<file path="config.mk">
export PLATFORM = sky130hd
export DESIGN_NAME = pacc_top
export DESIGN_NICKNAME = d
export VERILOG_FILES = /design/src/core/pacc_pkg.sv /design/src/core/pacc_top.sv
export VERILOG_INCLUDE_DIRS = /design/src /design/src/core
export SDC_FILE = /design/constraint.sdc
export NUM_CORES = 1
export LEC_CHECK = 0
export BUFFER_PORTS_ARGS = -buffer_cell sky130_fd_sc_hd__clkbuf_2
export CORE_MARGIN = 3
export CORE_UTILIZATION = 44
export DETAILED_ROUTE_END_ITERATION = 12
export PLACE_DENSITY = 0.76
export SETUP_SLACK_MARGIN = 0.05
export SLEW_MARGIN = 40
export SYNTH_ARGS = -nofsm -noshare
export SYNTH_HDL_FRONTEND = slang
export SYNTH_SLANG_ARGS = --single-unit
</file>
<file path="constraint.sdc">
create_clock -name clock -period 1.7 [get_ports clock]
set_clock_uncertainty 0.15 [all_clocks]
set_input_delay 0.34 -clock clock [delete_from_list [all_inputs] [get_ports clock]]
set_output_delay 0.34 -clock clock [all_outputs]
set_load 0.02 [all_outputs]
</file>
<file path="src/core/pacc_defs.svh">
`ifndef PACC_DEFS_SVH
`define PACC_DEFS_SVH

// ----------------------------------------
// Register indices (byte address = index * 4)
// ----------------------------------------
`define PACC_IDX_MASK2     6'h24
`define PACC_IDX_FLAG2     6'h25
`define PACC_IDX_CTL       6'h26
`define PACC_IDX_CNT       6'h27
`define PACC_IDX_FCLR      6'h28

// ----------------------------------------
// Field positions
// ----------------------------------------
`define PACC_CTL_EN        6
`define PACC_CTL_MODE      5
`define PACC_CTL_EDGE      4
`define PACC_CTL_ICSEL     2
`define PACC_CTL_RTR_LO    0
`define PACC_MASK2_PR_LO   0
`define PACC_MASK2_AUX_LO  6
`define PACC_BIT_OVF       5
`define PACC_BIT_EDGE      4

// ----------------------------------------
// Writable bits and reset values
// ----------------------------------------
`define PACC_CTL_WMASK     8'h77
`define PACC_MASK2_WMASK   8'hf3
`define PACC_CTL_RST       8'h00
`define PACC_MASK2_RST     8'h00

// ----------------------------------------
// Timing counts
// ----------------------------------------
`define PACC_GATE_DIV      256

`endif

</file>
<file path="src/core/pacc_pkg.sv">
package pacc_pkg;

	// Bus slave handshake states
	typedef enum logic [1:0] {
		PACC_S_IDLE = 2'b01,
		PACC_S_ACK  = 2'b10
	} pacc_bus_state_t;

	// Counting modes
	typedef enum logic {
		PACC_MODE_EVENT = 1'b0,
		PACC_MODE_GATED = 1'b1
	} pacc_mode_t;

endpackage

</file>
<file path="src/core/pacc_top.sv">
`timescale 1ns/1ps
`include "pacc_defs.svh"

// Contract
// - An 8-bit counter runs as gated time accumulator when mode is 1, as event counter when 0.
// - In event mode it counts falling input edges with edge select 0, rising edges with 1.
// - In gated mode it counts a free-running reference tick divided by 256 while the pin is active.
// - In gated mode edge select 0 makes a low input inhibit counting, 1 makes a high input inhibit.
// - The counter only counts while the enable bit is 1.
// - Software can read or write the count at any time, in any mode.
// - Reset leaves the count alone and clears the control registers and both flags.
// - Increments and software reads never meet on a changing value.
// - Control bits 7 and 3 are unimplemented and read zero.
// - A control bit selects input capture (1) or output compare (0) on the shared channel.
// - Mask bit 5 enables the overflow interrupt, bit 4 the edge interrupt; flags sit in the flag register.
// - The mask register resets to zero, bits 3 and 2 read zero, bits 1 and 0 select the prescaler.
// - Rollover from all ones to zero sets the overflow flag, write 1 to bit 5 clears it, irq when enabled.
// - Each selected pin edge sets the edge flag while the enable bit is 1, write 1 to bit 4 clears it, mask bit 4 never alters setting.

module pacc_top
	import pacc_pkg::*;
#(
	parameter int unsigned GATE_DIV = `PACC_GATE_DIV
) (
	// Clock and reset
	input  wire logic        clock,
	input  wire logic        sys_rst,
	// Avalon-MM slave
	input  wire logic [7:0]  address,
	input  wire logic        read,
	input  wire logic        write,
	input  wire logic [31:0] writedata,
	input  wire logic [3:0]  byteenable,
	output logic      [31:0] readdata,
	output logic             waitrequest,
	// Accumulator pin
	input  wire logic        accum_input_pin,
	// Timer side controls
	output logic             capture_or_compare_select,
	output logic      [1:0]  prescale_sel,
	output logic      [1:0]  rti_rate_sel,
	output logic      [1:0]  timer_aux_irq_enable,
	// Interrupt
	output logic             irq
);

	localparam int PW = (GATE_DIV < 2) ? 1 : $clog2(GATE_DIV);

	if (GATE_DIV < 2) begin : g_bad_div
		$error("GATE_DIV must be at least 2");
	end

	// ----------------------------------------
	// Register state
	// ----------------------------------------
	pacc_bus_state_t state;
	logic [7:0]      timer_irq_mask_two;
	logic [7:0]      pulse_accum_control;
	logic [7:0]      pulse_count;
	logic            overflow_flag;
	logic            edge_flag;
	logic [31:0]     next_readdata;

	logic            accum_enable;
	pacc_mode_t      accum_mode_select;
	logic            edge_polarity_select;
	logic            overflow_irq_enable;
	logic            edge_irq_enable;

	assign accum_enable         = pulse_accum_control[`PACC_CTL_EN];
	assign accum_mode_select    = pacc_mode_t'(pulse_accum_control[`PACC_CTL_MODE]);
	assign edge_polarity_select = pulse_accum_control[`PACC_CTL_EDGE];
	assign overflow_irq_enable  = timer_irq_mask_two[`PACC_BIT_OVF];
	assign edge_irq_enable      = timer_irq_mask_two[`PACC_BIT_EDGE];

	// ----------------------------------------
	// Bus handshake
	// ----------------------------------------
	logic       bus_req;
	logic       bus_ack;
	logic [5:0] reg_idx;
	logic       wr_lane;

	assign bus_req     = read | write;
	assign bus_ack     = (state == PACC_S_ACK);
	assign waitrequest = bus_req & ~bus_ack;
	assign reg_idx     = address[7:2];
	assign wr_lane     = write & bus_ack & byteenable[0];

	always_ff @(posedge clock) begin
		if (sys_rst) begin
			state <= PACC_S_IDLE;
		end else begin
			unique case (state)
				PACC_S_IDLE: begin
					if (bus_req) begin
						state <= PACC_S_ACK;
					end
				end
				PACC_S_ACK: begin
					state <= PACC_S_IDLE;
				end
			endcase
		end
	end

	logic wr_mask2;
	logic wr_flag2;
	logic wr_ctl;
	logic wr_cnt;
	logic wr_fclr;

	assign wr_mask2 = wr_lane & (reg_idx == `PACC_IDX_MASK2);
	assign wr_flag2 = wr_lane & (reg_idx == `PACC_IDX_FLAG2);
	assign wr_ctl   = wr_lane & (reg_idx == `PACC_IDX_CTL);
	assign wr_cnt   = wr_lane & (reg_idx == `PACC_IDX_CNT);
	assign wr_fclr  = wr_lane & (reg_idx == `PACC_IDX_FCLR);

	// ----------------------------------------
	// Read mux
	// ----------------------------------------
	always_comb begin
		next_readdata = 32'h0000_0000;
		unique case (reg_idx)
			`PACC_IDX_MASK2: begin
				next_readdata[7:0] = timer_irq_mask_two & `PACC_MASK2_WMASK;
			end
			`PACC_IDX_FLAG2: begin
				next_readdata[`PACC_BIT_OVF]  = overflow_flag;
				next_readdata[`PACC_BIT_EDGE] = edge_flag;
			end
			`PACC_IDX_CTL: begin
				next_readdata[7:0] = pulse_accum_control & `PACC_CTL_WMASK;
			end
			`PACC_IDX_CNT: begin
				next_readdata[7:0] = pulse_count;
			end
			default: begin
				next_readdata = 32'h0000_0000;
			end
		endcase
	end

	// Snapshot in the wait cycle, so the count cannot move under a read
	always_ff @(posedge clock) begin
		if (sys_rst) begin
			readdata <= 32'h0000_0000;
		end else if (read & ~bus_ack) begin
			readdata <= next_readdata;
		end
	end

	// ----------------------------------------
	// Control registers
	// ----------------------------------------
	always_ff @(posedge clock) begin
		if (sys_rst) begin
			pulse_accum_control <= `PACC_CTL_RST;
		end else if (wr_ctl) begin
			pulse_accum_control <= writedata[7:0] & `PACC_CTL_WMASK;
		end
	end

	always_ff @(posedge clock) begin
		if (sys_rst) begin
			timer_irq_mask_two <= `PACC_MASK2_RST;
		end else if (wr_mask2) begin
			timer_irq_mask_two <= writedata[7:0] & `PACC_MASK2_WMASK;
		end
	end

	always_ff @(posedge clock) begin
		if (sys_rst) begin
			capture_or_compare_select <= 1'b0;
			prescale_sel              <= 2'h0;
			rti_rate_sel              <= 2'h0;
			timer_aux_irq_enable      <= 2'h0;
		end else begin
			capture_or_compare_select <= pulse_accum_control[`PACC_CTL_ICSEL];
			prescale_sel              <= timer_irq_mask_two[`PACC_MASK2_PR_LO +: 2];
			rti_rate_sel              <= pulse_accum_control[`PACC_CTL_RTR_LO +: 2];
			timer_aux_irq_enable      <= timer_irq_mask_two[`PACC_MASK2_AUX_LO +: 2];
		end
	end

	// ----------------------------------------
	// Pin synchroniser and edge detect
	// ----------------------------------------
	logic pin_meta;
	logic pin_sync;
	logic pin_prev;
	logic pin_edge;
	logic pin_active;

	always_ff @(posedge clock) begin
		if (sys_rst) begin
			pin_meta <= 1'b0;
			pin_sync <= 1'b0;
			pin_prev <= 1'b0;
		end else begin
			pin_meta <= accum_input_pin;
			pin_sync <= pin_meta;
			pin_prev <= pin_sync;
		end
	end

	// Toggles faster than half the clock can merge in the synchroniser
	assign pin_edge   = (pin_prev ^ pin_sync) & (pin_sync == edge_polarity_select);
	assign pin_active = pin_sync ^ edge_polarity_select;

	// ----------------------------------------
	// Free-running gate tick
	// ----------------------------------------
	logic [PW-1:0] div_cnt;
	logic          gate_tick;

	assign gate_tick = (div_cnt == PW'(GATE_DIV - 1));

	always_ff @(posedge clock) begin
		if (sys_rst) begin
			div_cnt <= '0;
		end else if (gate_tick) begin
			div_cnt <= '0;
		end else begin
			div_cnt <= div_cnt + PW'(1);
		end
	end

	// ----------------------------------------
	// Counter
	// ----------------------------------------
	logic count_inc;
	logic count_wrap;

	always_comb begin
		count_inc = 1'b0;
		if (accum_enable) begin
			unique case (accum_mode_select)
				PACC_MODE_EVENT: count_inc = pin_edge;
				PACC_MODE_GATED: count_inc = gate_tick & pin_active;
			endcase
		end
	end

	assign count_wrap = count_inc & ~wr_cnt & (pulse_count == 8'hff);

	// No reset: count survives a reset; a write beats an increment
	always_ff @(posedge clock) begin
		if (wr_cnt) begin
			pulse_count <= writedata[7:0];
		end else if (count_inc) begin
			pulse_count <= pulse_count + 8'h01;
		end
	end

	// ----------------------------------------
	// Flags and interrupt
	// ----------------------------------------
	logic clr_ovf;
	logic clr_edge;

	assign clr_ovf  = (wr_flag2 | wr_fclr) & writedata[`PACC_BIT_OVF];
	assign clr_edge = (wr_flag2 | wr_fclr) & writedata[`PACC_BIT_EDGE];

	always_ff @(posedge clock) begin
		if (sys_rst) begin
			overflow_flag <= 1'b0;
		end else if (count_wrap) begin
			overflow_flag <= 1'b1;
		end else if (clr_ovf) begin
			overflow_flag <= 1'b0;
		end
	end

	always_ff @(posedge clock) begin
		if (sys_rst) begin
			edge_flag <= 1'b0;
		end else if (accum_enable & pin_edge) begin
			edge_flag <= 1'b1;
		end else if (clr_edge) begin
			edge_flag <= 1'b0;
		end
	end

	assign irq = (overflow_flag & overflow_irq_enable) | (edge_flag & edge_irq_enable);
endmodule

</file>
# ---- Word-level counts from Yosys, hierarchy flattened
# Cells that the tools add are included.
dict set report op_classes {
  n_addsub 2
  eq_ne 11
  n_mux 13
  n_bitwise 26
  n_reduce_logical 4
}
# operator n
set ops {}
lappend ops {{$eq A6 B6 Y1 const B} 5}
lappend ops {{$and A1 B1 Y1} 18}
lappend ops {{$add A8 B1 Y8 const B} 2}
lappend ops {{$eq A8 B8 Y1 const B} 2}
lappend ops {{$mux W8} 2}
lappend ops {{$pmux W4 S3} 1}
lappend ops {{$pmux W2 S4} 1}
lappend ops {{$pmux W2 S3} 1}
lappend ops {{$reduce_bool A2 Y1} 3}
lappend ops {{$mux W1} 5}
lappend ops {{$pmux W2 S2} 1}
lappend ops {{$not A1 Y1} 3}
lappend ops {{$or A1 B1 Y1} 3}
lappend ops {{$eq A2 B1 Y1 const B} 1}
lappend ops {{$eq A2 B2 Y1 const B} 1}
lappend ops {{$mux W2} 1}
lappend ops {{$ne A2 B2 Y1 const B} 1}
lappend ops {{$pmux W1 S2} 1}
lappend ops {{$reduce_or A2 Y1} 1}
lappend ops {{$xor A1 B1 Y1} 2}
lappend ops {{$eq A1 B1 Y1} 1}
dict set report totals {
  register_bits 50
  in_bits 49
  output_inout_bits 41
  wordCells 71
}

# ---- Logic depth before layout (Yosys ltp)
dict set report depth {
  word_depth 8
  mapped_depth 5
  depth_no_buf 5
}

# ---- Worst setup path before layout
# OpenSTA, ideal clock, no wires.
dict set report synth_timing {
  kind {flip-flop to flip-flop}
  start {reg div_cnt[0]}
  end {reg pulse_count[0] (enable)}
  setup_ps 301
  arrival_time_ps 1274
  required_time_ps 1249
  path_slack_ps -25
  path_stages_with_launch 6
  path_buffers 0
  synth_period_minus_slack_ps 1725
  cell_sequence {dfxtp_1 > ha_1 > and4_1 > and4_1 > a2bb2oi_1 > nand2b_1}
}
dict set report synth_between {
  elab_chain_cells 5
}
# element line
set synth_rtl {}
lappend synth_rtl {{start, declared} pacc_top.sv:214} ;# logic [PW-1:0] div_cnt;
lappend synth_rtl {{start signal, assigned} pacc_top.sv:225} ;# div_cnt <= div_cnt + PW'(1);
lappend synth_rtl {{$eq A8 B8 Y1} pacc_top.sv:217} ;# assign gate_tick = (div_cnt == PW'(GATE_DIV - 1));
lappend synth_rtl {{$and A1 B1 Y1} pacc_top.sv:240} ;# PACC_MODE_GATED: count_inc = gate_tick & pin_active;
lappend synth_rtl {{$pmux W1 S2} pacc_top.sv:238} ;# unique case (accum_mode_select)
lappend synth_rtl {{$mux W1} pacc_top.sv:237} ;# if (accum_enable) begin
lappend synth_rtl {{$reduce_bool A2 Y1 (no line)} n/a}
lappend synth_rtl {{end signal, assigned} pacc_top.sv:250} ;# pulse_count <= writedata[7:0];
lappend synth_rtl {{end signal, assigned} pacc_top.sv:252} ;# pulse_count <= pulse_count + 8'h01;
lappend synth_rtl {{end, declared} pacc_top.sv:59} ;# logic [7:0] pulse_count;
# No other way between the ends.
# A chain may end at the register's enable or synchronous reset.

# ---- Final worst setup path
dict set report layout_timing {
  start {reg state[0]}
  end {reg pulse_count[1] (data pin)}
}
dict set report layout_between {
  elab_chain_cells 5
}
# element line
set layout_rtl {}
lappend layout_rtl {{start, declared} pacc_top.sv:56} ;# pacc_bus_state_t state;
lappend layout_rtl {{start signal, assigned} pacc_top.sv:92} ;# state <= PACC_S_IDLE;
lappend layout_rtl {{start signal, assigned} pacc_top.sv:97} ;# state <= PACC_S_ACK;
lappend layout_rtl {{start signal, assigned} pacc_top.sv:101} ;# state <= PACC_S_IDLE;
lappend layout_rtl {{$eq A2 B2 Y1} pacc_top.sv:85} ;# assign bus_ack = (state == PACC_S_ACK);
lappend layout_rtl {{$and A1 B1 Y1 (2 in series)} pacc_top.sv:88} ;# assign wr_lane = write & bus_ack & byteenable[0];
lappend layout_rtl {{$and A1 B1 Y1} pacc_top.sv:116} ;# assign wr_cnt = wr_lane & (reg_idx == `PACC_IDX_CNT);
lappend layout_rtl {{$mux W8} pacc_top.sv:249} ;# if (wr_cnt) begin
# No other way between the ends.

==> metrics.csv <==
stage;metric;value;unit
outcome;status;finished clean;
logic_synthesis;ys flop type;dfxtp_1;
placed_design;IO buf count;36;
logic_synthesis;synthesized instance count;238;
layout;nets;348;
layout;ratio of cells with drive above 1 in the final layout;30.2;%
clock_tree;clk buf depth;2;
sta;Final Max Tran Viols;0;
global_route;first-pass GRT wire length;7710;µm
clock_tree;Reg clk slew, reported paths;90;ps
logic_synthesis;FFs w/ async S/R, synth;0;%
sta;RSZ-0062 raised after global routing;yes;
detailed_routing;ANT nets after route;0;
global_route;initial antenna violation count;0;
layout;synthesis-to-layout area growth;21.7;%
detailed_routing;DRT Pass-1 Iters;4;
layout;post-layout util;55.9;%
logic_synthesis;Yosys top cell by area;dfxtp_1;
sta;post-layout minimum cycle time;1630;ps
logic_synthesis;dominant cells by area after synthesis;dfxtp_1 (35%), edfxtp_1 (10%), buf_4 (7.6%);
logic_synthesis;Post-synth EDFFs;8;
power;Pwr Density;774;nW/µm²
clock_tree;root buffer cell;clkbuf_8;
floorplan;Starting Density;46.0;%
floorplan;Die H;79.5;µm
logic_synthesis;cell with the most instances after synthesis;dfxtp_1;
sta;Final Hold Fails;0;
setup_path;CP Max Fanout;5;
setup_path;flop2flop setup slack;70;ps
setup_path;Crit path required time;1610;ps
logic_synthesis;post-synth cell types;47;
layout;ant diodes;0;
detailed_routing;Vias;1807;
setup_path;crit path DAT;1540;ps
clock_tree;CTS H-tree depth;2;
power;Worst VDD drop;494;µV
placed_design;gp weighted congestion;0.814;
global_route;GRT Overall Usage;15.5;%
global_route;largest net degree at the start of global routing;17;
setup_path;Critical Path Max Stage Delay;360;ps
power;sw frac;23.3;%
global_route;grt total ovfl;0;
logic_synthesis;sequential fraction of the synthesis area;45.5;%
detailed_routing;Post-route DRC;0;
detailed_routing;DR iter-0 viols;101;
run;Max-Cap Viols;0;
floorplan;Die ar.;6320;µm²
setup_path;crit start category;flip-flop;
setup_path;Critical Path Slowest Stage Cell;nor3_4;
floorplan;Core Box Area;5170;µm²
worst_hold_path;Hold Crit Class;input port to flip-flop;
logic_synthesis;Yosys warning count;0;
clock_tree;CTS tree;built;
logic_synthesis;number of synthesized register bits;50;
global_route;vias in the first global route;1724;
power;clock share of power;36.4;%
power;Final Power;2.24;mW
logic_synthesis;Post-synth top cells;dfxtp_1 (42), nor2_1 (32), buf_4 (24), nand2_1 (15), mux2i_1 (13);
detailed_routing;post-DR wirelength/cell;13.1;µm
floorplan;num rows;26;
sta;Period Utilization, post-route;95.6;%
power;combinational share of power;9.1;%
setup_path;WS Path Type;flip-flop to flip-flop;
power;Static Leak;1.26;nW
logic_synthesis;mapped cell area;2380;µm²
clock_tree;CTS buffer count;5;
power;sequential power share;54.5;%
power;Psw;522;µW
setup_path;crit-path cells;nand4b_4 -> nor3_4 -> mux2_4;
sta;FMAX;0.615;GHz
floorplan;Die W;79.5;µm
power;Int Pwr;1.72;mW
floorplan;io pins;90;
logic_synthesis;syn_area_per_cell;9.99;µm²
detailed_routing;total wire length;4840;µm
detailed_routing;Vias/cell;4.91;
layout;# fillers;448;
logic_synthesis;top-area cell type share of the netlist area;35.4;%
placed_design;hpwl dp;3610;µm
sta;Final setup viols;0;
clock_tree;later-pin clock latency in the skew report;300;ps
setup_path;crit end category;flip-flop;
clock_tree;Sink Count;50;
## final timing paths
path | from | to | depth (start not counted)
hold reg to reg | pin_meta | pin_sync | 1
setup / recovery | state[0] | pulse_count[1] | 3
setup reg to reg | state[0] | pulse_count[1] | 3
hold / removal | accum_input_pin | pin_meta | 2
## power by group through the flow
stage | clock network, mW | registers, mW | logic (mW)
4_1_cts | 0.829 | 1.22 | 0.199
2_1_floorplan | 0 | 1.25 | 0.163
3_5_place_dp | 0 | 1.25 | 0.194
6_report | 0.815 | 1.22 | 0.204
3_3_place_gp | 0 | 1.25 | 0.191
5_1_grt | 0.890 | 1.22 | 0.224
## cell type report
| type | count | area, µm² | share of cell area (%) |
|---|---|---|---|
| clock buffers | 5 | 68.8 | 2.38 |
| repair buffers | 60 | 364 | 12.6 |
| flip-flops and latches | 50 | 1090 | 37.6 |
| clock inverters | 3 | 40.0 | 1.38 |
| well taps | 70 | 87.6 | 3.03 |
| multi-input cells | 174 | 1220 | 42.3 |
| inverters | 6 | 22.5 | 0.779 |
## what timing repair did
item,in CTS,in global routing
hold buffers,0,0
setup endpoints to repair,10,16
pin swaps,4,3
buffers inserted,1,2
resized for setup,5,11
## critical path: cells and delay by family, from the launching register on
family,cells,cell delay [ps]
flops,1,330
mux,1,330
simple gates,2,580
## registers in the layout (all words and copies together), names as in the netlist, 2 cells and up
| signal | count |
|---|---|
| div_cnt | 8 |
| pulse_count | 8 |
| pulse_accum_control | 6 |
| rti_rate_sel | 2 |
| state | 2 |
| timer_aux_irq_enable | 2 |
| prescale_sel | 2 |
| timer_irq_mask_two | 6 |
| readdata | 8 |
## layout by cell type, fill, tap and decap left out, drive strengths merged, types with 2 or more instances in the layout
cell type,count
a21oi,2
a22oi,6
a2bb2oi,4
and3,3
and4,2
buf,24
clkbuf,41
clkinv,2
conb,24
dfxtp,42
edfxtp,8
ha,2
inv,6
mux2,5
mux2i,13
mux4,2
nand2,15
nand2b,2
nand3,5
nand3b,2
nor2,32
nor2b,11
nor3,4
nor4b,2
o21ai,8
xnor2,6
xor2,7
## cells by family (layout without fill, tap and decap cells)
group / after synthesis / in the layout / share of synthesized area, %
flops: 50 / 50 / 45.5
compound gates: 27 / 27 / 8.42
buf+inv: 37 / 74 / 9.79
mux: 20 / 20 / 9.74
fa+ha+maj: 2 / 2 / 1.05
xor+xnor: 13 / 13 / 4.79
other cells: 1 / 24 / 0.158
simple gates: 88 / 88 / 20.6
## through the flow
step | setup WS, ps | instances | hold WS, ps | setup TNS (ps) | cell area (µm²)
2_1_floorplan | 53.1 | 261 | 264 | 0 | 2480
3_3_place_gp | -163 | 358 | 270 | -2360 | 2700
3_5_place_dp | -165 | 358 | 273 | -2700 | 2700
4_1_cts | 54.0 | 367 | 93.6 | 0 | 2830
5_1_grt | 21.3 | 368 | 95.9 | 0 | 2890
6_report | 74.4 | 368 | 97.2 | 0 | 2890
## per-layer routing
| layer | GRT usage, % | wire length [µm] |
|---|---|---|
| met4 | 6.53 | 85 |
| met5 | 0 | 0 |
| met2 | 26.5 | 2400 |
| met1 | 18.4 | 2040 |
| met3 | 3.84 | 318 |
No activity file was read; power rests on OpenSTA's default activity.
